File: src/pif_regs.svh
`ifndef PIF_REGS_SVH
`define PIF_REGS_SVH

// Register byte offsets
`define PIF_OFS_FLAGS_ONE  8'h00
`define PIF_OFS_FLAGS_TWO  8'h04
`define PIF_OFS_IRQ_STATUS 8'h08
`define PIF_OFS_IRQ_ENABLE 8'h0C
`define PIF_OFS_IRQ_CLEAR  8'h10

// Bit positions of the first flag register
`define PIF_BIT_PARPORT    7
`define PIF_BIT_CONVDONE   6
`define PIF_BIT_RXFULL     5
`define PIF_BIT_TXEMPTY    4
`define PIF_BIT_SYNCDONE   3
`define PIF_BIT_CAPCMP     2
`define PIF_BIT_T2MATCH    1
`define PIF_BIT_T1OVF      0

// Unimplemented bit of the second flag register
`define PIF_BIT_TWO_UNIMPL 5

// Implemented masks
`define PIF_ONE_STICKY     8'hCF
`define PIF_PARPORT_MASK   8'h80
`define PIF_TWO_IMPL       8'hDF

// Reset values
`define PIF_FLAGS_RST      8'h00
`define PIF_IRQ_RST        16'h0000
`define PIF_WORD_RST       32'h0000_0000

// Bus responses
`define PIF_RESP_OKAY      2'b00
`define PIF_RESP_SLVERR    2'b10

`endif

File: src/pif_pkg.sv
package pif_pkg;

    typedef enum logic [2:0] {
        PIF_CCP_CAPTURE = 3'b001,
        PIF_CCP_COMPARE = 3'b010,
        PIF_CCP_PWM     = 3'b100
    } pif_ccp_mode_e;

    typedef enum logic [1:0] {
        PIF_WR_IDLE = 2'b01,
        PIF_WR_RESP = 2'b10
    } pif_wr_state_e;

    typedef enum logic [1:0] {
        PIF_RD_IDLE = 2'b01,
        PIF_RD_DATA = 2'b10
    } pif_rd_state_e;

    typedef logic [7:0]  pif_flags_t;
    typedef logic [15:0] pif_irq_t;

endpackage : pif_pkg

File: src/pif_flag_bank.sv
`timescale 1ns/1ps
module pif_flag_bank #(
    parameter int               WIDTH     = 8,
    parameter logic [WIDTH-1:0] IMPL_MASK = '1,
    parameter logic [WIDTH-1:0] RST_VAL   = '0
) (
    // Clock, reset, enable
    input  wire logic             clock,
    input  wire logic             rst_b,
    input  wire logic             ce,
    // Hardware sets and software clears
    input  wire logic [WIDTH-1:0] setBits,
    input  wire logic [WIDTH-1:0] clrBits,
    // Flag state
    output logic      [WIDTH-1:0] flags
);

    logic [WIDTH-1:0] flags_reg;
    logic [WIDTH-1:0] flags_next;

    // Set wins over clear so a coincident event is never lost
    assign flags_next = IMPL_MASK & (setBits | (flags_reg & ~clrBits));
    assign flags      = flags_reg;

    always_ff @(posedge clock) begin
        if (!rst_b) begin
            flags_reg <= RST_VAL;
        end else if (ce) begin
            flags_reg <= flags_next;
        end
    end

endmodule : pif_flag_bank

File: src/pif_event_map.sv
`timescale 1ns/1ps
`include "pif_regs.svh"
module pif_event_map #(
    parameter bit HAS_PARPORT = 1'b1
) (
    // Clock, reset, enable
    input  wire logic                   clock,
    input  wire logic                   rst_b,
    input  wire logic                   ce,
    // Peripheral events
    input  wire pif_pkg::pif_ccp_mode_e ccpMode,
    input  wire logic                   parPortAccess,
    input  wire logic                   convDone,
    input  wire logic                   rxBufferFull,
    input  wire logic                   txBufferEmpty,
    input  wire logic                   syncSerialDone,
    input  wire logic                   captureEvent,
    input  wire logic                   compareMatch,
    input  wire logic                   timer2Match,
    input  wire logic                   timer1Overflow,
    input  wire logic [7:0]             flagsTwoEvent,
    // Mapped sets
    output logic      [7:0]             stickySet,
    output logic      [15:0]            irqEvents
);

    logic rxPrev_reg;
    logic txPrev_reg;
    logic ccpHit;
    logic parHit;
    logic rxRise;
    logic txRise;

    // PWM mode leaves the capture/compare flag untouched
    assign ccpHit = (ccpMode == pif_pkg::PIF_CCP_CAPTURE && captureEvent) ||
                    (ccpMode == pif_pkg::PIF_CCP_COMPARE && compareMatch);
    assign parHit = HAS_PARPORT && parPortAccess;
    assign rxRise = rxBufferFull & ~rxPrev_reg;
    assign txRise = txBufferEmpty & ~txPrev_reg;

    always_comb begin
        stickySet = `PIF_FLAGS_RST;
        stickySet[`PIF_BIT_PARPORT]  = parHit;
        stickySet[`PIF_BIT_CONVDONE] = convDone;
        stickySet[`PIF_BIT_SYNCDONE] = syncSerialDone;
        stickySet[`PIF_BIT_CAPCMP]   = ccpHit;
        stickySet[`PIF_BIT_T2MATCH]  = timer2Match;
        stickySet[`PIF_BIT_T1OVF]    = timer1Overflow;
    end

    // Buffer flags are levels; the interrupt status sees their rising edge
    always_comb begin
        irqEvents = {flagsTwoEvent & `PIF_TWO_IMPL, stickySet};
        irqEvents[`PIF_BIT_RXFULL]  = rxRise;
        irqEvents[`PIF_BIT_TXEMPTY] = txRise;
    end

    always_ff @(posedge clock) begin
        if (!rst_b) begin
            rxPrev_reg <= 1'b0;
            txPrev_reg <= 1'b0;
        end else if (ce) begin
            rxPrev_reg <= rxBufferFull;
            txPrev_reg <= txBufferEmpty;
        end
    end

endmodule : pif_event_map

File: src/pif_flags_top.sv
// What this block does
// - Parallel port access sets bit 7, sticky
// - Without parallel port, bit 7 reads zero
// - Conversion done sets bit 6, sticky
// - Bit 5 follows receive buffer full, read-only
// - Bit 4 follows transmit buffer empty, read-only
// - Synchronous serial completion sets bit 3, sticky
// - Capture mode: capture sets bit 2
// - Compare mode: compare match sets bit 2; PWM unused
// - Timer two period match sets bit 1
// - Timer one overflow sets bit 0
// - Second register bit 5 reads zero
// - Flags set regardless of any interrupt enable
//
// Added by the designer: the AXI4-Lite interface to the registers and the register addresses.
`timescale 1ns/1ps
`include "pif_regs.svh"
module pif_flags_top #(
    parameter int ADDR_W      = 8,
    parameter bit HAS_PARPORT = 1'b1
) (
    // Clock, reset, enable
    input  wire logic                   clock,
    input  wire logic                   rst_b,
    input  wire logic                   ce,
    // AXI4-Lite write address
    input  wire logic [ADDR_W-1:0]      s_axi_awaddr,
    input  wire logic                   s_axi_awvalid,
    output logic                        s_axi_awready,
    // AXI4-Lite write data
    input  wire logic [31:0]            s_axi_wdata,
    input  wire logic [3:0]             s_axi_wstrb,
    input  wire logic                   s_axi_wvalid,
    output logic                        s_axi_wready,
    // AXI4-Lite write response
    output logic      [1:0]             s_axi_bresp,
    output logic                        s_axi_bvalid,
    input  wire logic                   s_axi_bready,
    // AXI4-Lite read address
    input  wire logic [ADDR_W-1:0]      s_axi_araddr,
    input  wire logic                   s_axi_arvalid,
    output logic                        s_axi_arready,
    // AXI4-Lite read data
    output logic      [31:0]            s_axi_rdata,
    output logic      [1:0]             s_axi_rresp,
    output logic                        s_axi_rvalid,
    input  wire logic                   s_axi_rready,
    // Peripheral events and levels
    input  wire pif_pkg::pif_ccp_mode_e ccpMode,
    input  wire logic                   parPortAccess,
    input  wire logic                   convDone,
    input  wire logic                   rxBufferFull,
    input  wire logic                   txBufferEmpty,
    input  wire logic                   syncSerialDone,
    input  wire logic                   captureEvent,
    input  wire logic                   compareMatch,
    input  wire logic                   timer2Match,
    input  wire logic                   timer1Overflow,
    input  wire logic [7:0]             flagsTwoEvent,
    // Interrupt
    output logic                        irq
);

    localparam logic [7:0] ONE_MASK = HAS_PARPORT ? `PIF_ONE_STICKY :
                                      (`PIF_ONE_STICKY & ~`PIF_PARPORT_MASK);

    function automatic logic isMapped(input logic [7:0] a);
        isMapped = (a == `PIF_OFS_FLAGS_ONE)  || (a == `PIF_OFS_FLAGS_TWO) ||
                   (a == `PIF_OFS_IRQ_STATUS) || (a == `PIF_OFS_IRQ_ENABLE) ||
                   (a == `PIF_OFS_IRQ_CLEAR);
    endfunction : isMapped

    // Write channel state
    pif_pkg::pif_wr_state_e wrState_reg;
    logic [ADDR_W-1:0]      wrAddr_reg;
    logic [31:0]            wrData_reg;
    logic [3:0]             wrStrb_reg;
    logic                   awHeld_reg;
    logic                   wHeld_reg;
    logic [1:0]             bresp_reg;

    // Read channel state
    pif_pkg::pif_rd_state_e rdState_reg;
    logic [31:0]            rdata_reg;
    logic [1:0]             rresp_reg;
    logic [31:0]            rdWord;

    // Register state
    pif_pkg::pif_flags_t    stickyOne;
    pif_pkg::pif_flags_t    flagsOne;
    pif_pkg::pif_flags_t    flagsTwo;
    pif_pkg::pif_irq_t      irqStatus;
    pif_pkg::pif_irq_t      irqEnable_reg;
    pif_pkg::pif_irq_t      irqEnable_next;
    logic [1:0]             bufLevel_reg;
    logic                   irq_reg;

    // Decode and strobes
    logic                   awTake;
    logic                   wTake;
    logic                   wrCommit;
    logic                   wrSelOne;
    logic                   wrSelTwo;
    logic                   wrSelEnable;
    logic                   wrSelClear;
    logic                   lane0;
    logic                   lane1;
    logic [7:0]             clrOne;
    logic [7:0]             clrTwo;
    pif_pkg::pif_irq_t      clrStatus;
    logic [7:0]             stickySet;
    pif_pkg::pif_irq_t      irqEvents;
    logic                   arTake;

    // Handshakes freeze with the clock enable so no beat is lost
    assign s_axi_awready = ce && !awHeld_reg && (wrState_reg == pif_pkg::PIF_WR_IDLE);
    assign s_axi_wready  = ce && !wHeld_reg && (wrState_reg == pif_pkg::PIF_WR_IDLE);
    assign s_axi_bvalid  = ce && (wrState_reg == pif_pkg::PIF_WR_RESP);
    assign s_axi_bresp   = bresp_reg;
    assign s_axi_arready = ce && (rdState_reg == pif_pkg::PIF_RD_IDLE);
    assign s_axi_rvalid  = ce && (rdState_reg == pif_pkg::PIF_RD_DATA);
    assign s_axi_rdata   = rdata_reg;
    assign s_axi_rresp   = rresp_reg;
    assign irq           = irq_reg;

    assign awTake   = s_axi_awvalid && s_axi_awready;
    assign wTake    = s_axi_wvalid && s_axi_wready;
    assign arTake   = s_axi_arvalid && s_axi_arready;
    assign wrCommit = ce && awHeld_reg && wHeld_reg && (wrState_reg == pif_pkg::PIF_WR_IDLE);

    assign wrSelOne    = wrCommit && (wrAddr_reg[7:0] == `PIF_OFS_FLAGS_ONE);
    assign wrSelTwo    = wrCommit && (wrAddr_reg[7:0] == `PIF_OFS_FLAGS_TWO);
    assign wrSelEnable = wrCommit && (wrAddr_reg[7:0] == `PIF_OFS_IRQ_ENABLE);
    assign wrSelClear  = wrCommit && (wrAddr_reg[7:0] == `PIF_OFS_IRQ_CLEAR);
    assign lane0       = wrStrb_reg[0];
    assign lane1       = wrStrb_reg[1];

    // A zero written to a sticky flag of either flag register clears it; a one leaves it alone
    assign clrOne = (wrSelOne && lane0) ? ~wrData_reg[7:0] : `PIF_FLAGS_RST;
    assign clrTwo = (wrSelTwo && lane0) ? ~wrData_reg[7:0] : `PIF_FLAGS_RST;
    assign clrStatus = wrSelClear ? {lane1 ? wrData_reg[15:8] : 8'h00,
                                     lane0 ? wrData_reg[7:0]  : 8'h00} : `PIF_IRQ_RST;
    assign irqEnable_next = {(wrSelEnable && lane1) ? wrData_reg[15:8] : irqEnable_reg[15:8],
                             (wrSelEnable && lane0) ? wrData_reg[7:0]  : irqEnable_reg[7:0]};

    // Buffer flags are registered copies of the peripheral's buffer state, one clock behind
    always_comb begin
        flagsOne = stickyOne;
        flagsOne[`PIF_BIT_RXFULL]  = bufLevel_reg[1];
        flagsOne[`PIF_BIT_TXEMPTY] = bufLevel_reg[0];
    end

    always_comb begin
        rdWord = `PIF_WORD_RST;
        if (s_axi_araddr[7:0] == `PIF_OFS_FLAGS_ONE) begin
            rdWord[7:0] = flagsOne;
        end else if (s_axi_araddr[7:0] == `PIF_OFS_FLAGS_TWO) begin
            rdWord[7:0] = flagsTwo;
        end else if (s_axi_araddr[7:0] == `PIF_OFS_IRQ_STATUS) begin
            rdWord[15:0] = irqStatus;
        end else if (s_axi_araddr[7:0] == `PIF_OFS_IRQ_ENABLE) begin
            rdWord[15:0] = irqEnable_reg;
        end
    end

    pif_event_map #(
        .HAS_PARPORT    (HAS_PARPORT)
    ) u_map (
        .clock          (clock),
        .rst_b          (rst_b),
        .ce             (ce),
        .ccpMode        (ccpMode),
        .parPortAccess  (parPortAccess),
        .convDone       (convDone),
        .rxBufferFull   (rxBufferFull),
        .txBufferEmpty  (txBufferEmpty),
        .syncSerialDone (syncSerialDone),
        .captureEvent   (captureEvent),
        .compareMatch   (compareMatch),
        .timer2Match    (timer2Match),
        .timer1Overflow (timer1Overflow),
        .flagsTwoEvent  (flagsTwoEvent),
        .stickySet      (stickySet),
        .irqEvents      (irqEvents)
    );

    // Flag sets ignore the interrupt enables so software can poll
    pif_flag_bank #(
        .WIDTH     (8),
        .IMPL_MASK (ONE_MASK),
        .RST_VAL   (`PIF_FLAGS_RST)
    ) u_one (
        .clock     (clock),
        .rst_b     (rst_b),
        .ce        (ce),
        .setBits   (stickySet),
        .clrBits   (clrOne),
        .flags     (stickyOne)
    );

    pif_flag_bank #(
        .WIDTH     (8),
        .IMPL_MASK (`PIF_TWO_IMPL),
        .RST_VAL   (`PIF_FLAGS_RST)
    ) u_two (
        .clock     (clock),
        .rst_b     (rst_b),
        .ce        (ce),
        .setBits   (flagsTwoEvent),
        .clrBits   (clrTwo),
        .flags     (flagsTwo)
    );

    pif_flag_bank #(
        .WIDTH     (16),
        .IMPL_MASK ({`PIF_TWO_IMPL, 8'hFF}),
        .RST_VAL   (`PIF_IRQ_RST)
    ) u_status (
        .clock     (clock),
        .rst_b     (rst_b),
        .ce        (ce),
        .setBits   (irqEvents),
        .clrBits   (clrStatus),
        .flags     (irqStatus)
    );

    always_ff @(posedge clock) begin
        if (!rst_b) begin
            bufLevel_reg  <= 2'b00;
            irqEnable_reg <= `PIF_IRQ_RST;
            irq_reg       <= 1'b0;
        end else if (ce) begin
            bufLevel_reg  <= {rxBufferFull, txBufferEmpty};
            irqEnable_reg <= irqEnable_next;
            irq_reg       <= |(irqStatus & irqEnable_reg);
        end
    end

    // Address and data are taken in either order, then committed together
    always_ff @(posedge clock) begin
        if (!rst_b) begin
            wrState_reg <= pif_pkg::PIF_WR_IDLE;
            wrAddr_reg  <= '0;
            wrData_reg  <= `PIF_WORD_RST;
            wrStrb_reg  <= 4'h0;
            awHeld_reg  <= 1'b0;
            wHeld_reg   <= 1'b0;
            bresp_reg   <= `PIF_RESP_OKAY;
        end else if (ce) begin
            case (wrState_reg)
                pif_pkg::PIF_WR_IDLE: begin
                    if (awTake) begin
                        wrAddr_reg <= s_axi_awaddr;
                        awHeld_reg <= 1'b1;
                    end
                    if (wTake) begin
                        wrData_reg <= s_axi_wdata;
                        wrStrb_reg <= s_axi_wstrb;
                        wHeld_reg  <= 1'b1;
                    end
                    if (wrCommit) begin
                        awHeld_reg  <= 1'b0;
                        wHeld_reg   <= 1'b0;
                        bresp_reg   <= isMapped(wrAddr_reg[7:0]) ? `PIF_RESP_OKAY :
                                                                  `PIF_RESP_SLVERR;
                        wrState_reg <= pif_pkg::PIF_WR_RESP;
                    end
                end
                pif_pkg::PIF_WR_RESP: begin
                    if (s_axi_bready) begin
                        wrState_reg <= pif_pkg::PIF_WR_IDLE;
                    end
                end
                default: begin
                    wrState_reg <= pif_pkg::PIF_WR_IDLE;
                end
            endcase
        end
    end

    always_ff @(posedge clock) begin
        if (!rst_b) begin
            rdState_reg <= pif_pkg::PIF_RD_IDLE;
            rdata_reg   <= `PIF_WORD_RST;
            rresp_reg   <= `PIF_RESP_OKAY;
        end else if (ce) begin
            case (rdState_reg)
                pif_pkg::PIF_RD_IDLE: begin
                    if (arTake) begin
                        rdata_reg   <= rdWord;
                        rresp_reg   <= isMapped(s_axi_araddr[7:0]) ? `PIF_RESP_OKAY :
                                                                    `PIF_RESP_SLVERR;
                        rdState_reg <= pif_pkg::PIF_RD_DATA;
                    end
                end
                pif_pkg::PIF_RD_DATA: begin
                    if (s_axi_rready) begin
                        rdState_reg <= pif_pkg::PIF_RD_IDLE;
                    end
                end
                default: begin
                    rdState_reg <= pif_pkg::PIF_RD_IDLE;
                end
            endcase
        end
    end
endmodule : pif_flags_top

File: config.mk
export PLATFORM = sky130hd
export DESIGN_NAME = pif_flags_top
export DESIGN_NICKNAME = d
export VERILOG_FILES = /design/src/pif_pkg.sv /design/src/pif_flag_bank.sv /design/src/pif_event_map.sv /design/src/pif_flags_top.sv
export VERILOG_INCLUDE_DIRS = /design/src
export SDC_FILE = /design/constraint.sdc
export NUM_CORES = 1
export LEC_CHECK = 0
export BUFFER_PORTS_ARGS = -buffer_cell sky130_fd_sc_hd__buf_2
export CAP_MARGIN = 20
export CORE_ASPECT_RATIO = 0.7
export CORE_MARGIN = 1.5
export CORE_UTILIZATION = 35
export CTS_CLUSTER_DIAMETER = 150
export DETAILED_ROUTE_END_ITERATION = 6
export HOLD_SLACK_MARGIN = 0.05
export PLACE_DENSITY = 0.65
export SLEW_MARGIN = 40
export SYNTH_ARGS = -nofsm -noshare
export SYNTH_HDL_FRONTEND = slang
export SYNTH_SLANG_ARGS = --single-unit
File: constraint.sdc
create_clock -name clock -period 1.6 [get_ports clock]
set_input_delay 0.32 -clock clock [delete_from_list [all_inputs] [get_ports clock]]
set_output_delay 0.32 -clock clock [all_outputs]
set_load 0.1 [all_outputs]
Word level (Yosys, flattened, before mapping)
Index checks and enable logic that the tools add are counted.
{ "op_classes": {"eq_ne": 18, "n_mux": 23, "bitwise_logic": 15, "n_reduce_logical": 49} }
{ "op_table": {"columns": ["cell", "n"], "rows": [
  ["two-way mux 8 bit", 8],
  ["two-way mux 16 bit", 3],
  ["AND 16 bit", 2],
  ["== test 8 x 4 -> 1 bit (second input constant)", 4],
  ["inverter 8 bit", 3],
  ["AND reduction 3 bit", 8],
  ["logical AND 1 bit", 23],
  ["AND 8 bit", 2],
  ["== test 8 x 3 -> 1 bit (second input constant)", 2],
  ["== test 8 x 5 -> 1 bit (second input constant)", 2],
  ["zero test 8 bit", 2],
  ["inverter 16 bit", 1],
  ["OR 16 bit", 1],
  ["OR 8 bit", 2],
  ["OR reduction 16 bit", 1],
  ["two-way mux 2 bit", 6],
  ["logical OR 1 bit", 9],
  ["!= test 2 bit (second input constant)", 4],
  ["case mux 2 bit (2 select lines)", 2],
  ["== test 2 x 1 -> 1 bit (second input constant)", 2],
  ["== test 2 bit (second input constant)", 2],
  ["two-way mux 1 bit", 4],
  ["AND reduction 2 bit", 2],
  ["nonzero test 2 bit", 2],
  ["5 further kinds", 8]
]} }
{ "totals": {"register_bits": 101, "input_bits": 80, "out_inout_bits": 42, "elab_cells": 124} }

Depth between registers and ports, before layout
{ "logic_depth": {"depth_word": 9, "mapped_depth": 6, "depth_no_buf": 4} }

Modules after synthesis
Synthesis repeated with hierarchy kept, for this count alone.
{ "hier_totals": {"hier_cells": 548, "hier_area_um2": 4897.2} }
{ "modules_own_cells": {"columns": ["module", "instances", "cells_each", "area_per_inst_um2", "seq_area_each_um2"], "rows": [
  ["pif_flags_top", 1, 383, 3382.0, 1381.3],
  ["pif_flag_bank (u_status)", 1, 68, 644.4, 300.3],
  ["pif_flag_bank (u_two)", 1, 32, 309.0, 140.1],
  ["pif_event_map", 1, 36, 289.0, 40.0],
  ["pif_flag_bank (u_one)", 1, 29, 272.8, 120.1]
]} }

Worst setup path after synthesis
OpenSTA, ideal clock, no wires.
{ "synth_path": {"kind": "input port to output port", "from": "input ce", "to": "output s_axi_arready", "t_arrival_ns": 2.181, "t_required_ns": 1.280, "slack_ns": -0.901, "cell_stages": 4, "path_buffers": 2, "cell_sequence": "clkbuf_1 > buf_1 > nand2_1 > nor2_1"} }
{ "synth_via": {"elab_chain_cells": 1} }
{ "synth_lines": {"columns": ["element", "line", "source"], "rows": [
  ["start, declared", "pif_flags_top.sv:25", "input wire logic ce,"],
  ["logical AND 1 bit", "pif_flags_top.sv:120", "assign s_axi_arready = ce && (rdState_reg == pif_pkg::PIF_RD_IDLE);"],
  ["end, declared", "pif_flags_top.sv:42", "output logic s_axi_arready,"]
]} }
Every way passes these cells.

Worst setup path in the final report
{ "layout_path": {"from": "register wrState_reg[1]", "to": "output s_axi_awready"} }
{ "layout_via": {"elab_chain_cells": 2} }
{ "layout_lines": {"columns": ["element", "line", "source"], "rows": [
  ["start, declared", "pif_flags_top.sv:74", "pif_pkg::pif_wr_state_e wrState_reg;"],
  ["start signal, assigned", "pif_flags_top.sv:242", "wrState_reg <= pif_pkg::PIF_WR_IDLE;"],
  ["start signal, assigned", "pif_flags_top.sv:266", "wrState_reg <= pif_pkg::PIF_WR_RESP;"],
  ["start signal, assigned", "pif_flags_top.sv:271", "wrState_reg <= pif_pkg::PIF_WR_IDLE;"],
  ["== test 2 x 1 -> 1 bit", "pif_flags_top.sv:116", "assign s_axi_awready = ce && !awHeld_reg && (wrState_reg == pif_pkg::PIF_WR_IDLE);"],
  ["logical AND 1 bit", "pif_flags_top.sv:116", null],
  ["end, declared", "pif_flags_top.sv:29", "output logic s_axi_awready,"]
]} }
Every way passes these cells.

==> results.json <==
{
  "status": "finished with violations",
  "violations": "setup timing",
  "chipHeight_um": 95.9,
  "max_freq_mhz": 623,
  "start_util_pct": 36.4,
  "p_sw_mw": 1.52,
  "drtIter0Drc": 289,
  "synth_common_cells": "97 x dfxtp_1, 80 x nand2_1, 73 x o21ai_0",
  "track_usage_pct": 17.5,
  "first_pass_iters": 5,
  "die_w_um": 136,
  "tightest_slew_ns": 0.607,
  "timing.rr.end": "irqEnable_reg[0]",
  "grt_first_pass_wirelength_um": 17300,
  "post_dp_cell_area_um2": 5010,
  "arrival_ns": 1.29,
  "dp_cells": 723,
  "end_kind": "primary output",
  "insertion_delay_ns": 0.35,
  "gp_congestion": 0.859,
  "slew_violations": 0,
  "ant_nets": 0,
  "worst-path-max-fanout": 4,
  "async_flop_share_pct": 0,
  "period_share_pct": 100,
  "worst_ep_required_time_ns": 1.28,
  "boundaryPins": 122,
  "setup_violations": 2,
  "stdcell_count": 742,
  "synth_seq_cells": 97,
  "dieArea_um2": 13000,
  "cts_tree": "built",
  "clock_sinks": 97,
  "clkTransAtPathRegs_ns": 0.06,
  "remaining_drc_errors": 0,
  "grt_pass1_vias": 3373,
  "grt_antenna_before_repair": 2,
  "maxCapViolations": 0,
  "synthFlopType": "dfxtp_1",
  "worst_r2r_path_depth": 5,
  "pwr-share-clk_pct": 36.7,
  "rsz0062_at_grt": "yes",
  "hold_path.class": "primary input to flop",
  "crit_type": "flop to primary output",
  "synth-edff-count": 0,
  "wl_um": 11000,
  "leakage_nw": 2.17,
  "num_vias": 3734,
  "r2r_slack_ns": 0.07,
  "power_per_cell_area_nw_per_um2": 1000,
  "p_comb_share_pct": 15.1,
  "r2r-start": "wrAddr_reg[6]",
  "irDropWorstVdd_mv": 0.518,
  "dp_hpwl_um": 8000,
  "startpoint_type": "flop",
  "yosysMostFrequentCell": "dfxtp_1",
  "nets": 659,
  "yosysSeqAreaShare_pct": 45.0,
  "p_int_mw": 3.83,
  "std_cell_rows": 33,
  "swShare_pct": 28.5,
  "clock_skew_ns": 0.00985,
  "cts_buffer_depth": 2,
  "setup_slack_ns": -0.00559,
  "portBuffers": 84,
  "synth_area_leaders": "dfxtp_1 45%, o21ai_0 8.5%, nand2_1 7.0%",
  "min_period_ns": 1.61,
  "drive_gt1_share_pct": 27.1,
  "viasPerCell": 5.03,
  "whs_ns": 0.191,
  "synth_top_area_share_pct": 45.0,
  "seqPwrFrac_pct": 48.2,
  "holdPathStages": 3,
  "postCtsHoldBufs": 0,
  "grt-ovfl-total": 0,
  "core_area_um2": 11900,
  "cts_buffers": 9,
  "fin_area_um2": 5350,
  "avgSynthCellArea_um2": 8.84,
  "yosysWarnings": 0,
  "dpl_worst_slack_ns": -0.0767,
  "min_to": "wrData_reg[13]",
  "synth_cell_type_count": 44,
  "slew_headroom_pct": 59.3,
  "htreeDepth": 3,
  "synthCells": 488,
  "synth_top_area_cell": "dfxtp_1",
  "syn_area_um2": 4310,
  "hold_violations": 0,
  "grt_max_degree": 110,
  "clock-root-buffer": "clkbuf_16",
  "wl_per_cell_um": 14.9,
  "power.total_mw": 5.36,
  "area_growth_pct": 24.2,
  "hold_path.startpoint": "s_axi_wdata[13]"
}
-- cells by family after synthesis --
| group | synth area share, % |
|---|---|
| flops | 45.0 |
| other cells | 0.0870 |
| buf+inv | 7.60 |
| mux | 9.69 |
| simple gates | 22.2 |
| compound gates | 15.4 |
-- stage by stage --
| stage | utilization (%) | TNS, ns |
|---|---|---|
| 3_3_place_gp | 42.3 | -2.45 |
| 6_report | 45.2 | -0.00680 |
| 4_1_cts | 44.8 | -0.0535 |
| 5_1_grt | 45.2 | -0.244 |
| 3_5_place_dp | 42.3 | -0.789 |
| 2_1_floorplan | - | -0.363 |
-- layout by cell type (no fill, tap or decap), drive strengths merged, types with 2 or more instances in the layout --
cell type and instances:
nand3 27, and2 12, mux4 7, mux2i 26, nor2b 5, a22oi 3
conb 18, clkinvlp 3, nand2 80, nor2 23, nor4b 2, a22o 2
inv 8, nor4 3, nand4 4, buf 111, a21boi 3, o21a 2
nand4b 2, o21ai 73, and3 5, and4 3, dfxtp 97, a21oi 19
clkinv 2, clkbuf 11, and3b 5, a31oi 13, nand3b 3, a221oi 2
nand2b 3
-- layer usage --
metal / up-vias / part of all wire [%] / global-route usage (%)
li1: 1861 / - / -
met3: 18 / 7.7 / 6.37
met1: 1718 / 49 / 24.5
met5: - / 0 / 0
met4: 0 / 1.6 / 4.66
met2: 137 / 41 / 25.4
-- how the worst max path moves through the flow --
stage / startpoint / to / depth (start not counted)
floorplan: wrState_reg[1] / s_axi_awready / 2
global placement: ce / s_axi_rdata[14] / 5
detailed placement: ce / s_axi_rdata[14] / 6
CTS: wrState_reg[1] / s_axi_awready / 4
global route: wrState_reg[1] / s_axi_awready / 4
finish: wrState_reg[1] / s_axi_awready / 4
-- layout make-up --
cell class                      count  area, um2
Timing Repair Buffer              111        751
Clock inverter                      5       32.5
Inverter                            8       30.0
Antenna cell                        1       2.50
Multi-Input combinational cell    352       2160
Sequential cell                    97       1950
Tap cell                          157        196
Clock buffer                       11        233
Fill cell                        1156       6500
-- what timing repair did --
action / CTS / global route
setup buffers: 1 / 2
hold endpoints to repair: 0 / 0
endpoints found under the setup margin: 2 / 33
pin swaps: 0 / 4
resized for setup: 5 / 14
-- power by group through the flow --
stage               clock network [mW]  registers (mW)  logic (mW)
floorplan                            0            2.64       0.570
global placement                     0            2.63       0.781
detailed placement                   0            2.63       0.796
CTS                               2.01            2.58       0.804
global route                      2.12            2.59       0.872
finish                            1.96            2.58       0.809
-- worst max-delay path: stages (launching register included) --
cell and delay, ns:
dfxtp_2 0.33, nand3b_1 0.19, buf_6 0.15, nor2_4 0.09
buf_12 0.18
No activity file was read; power rests on OpenSTA's default activity.
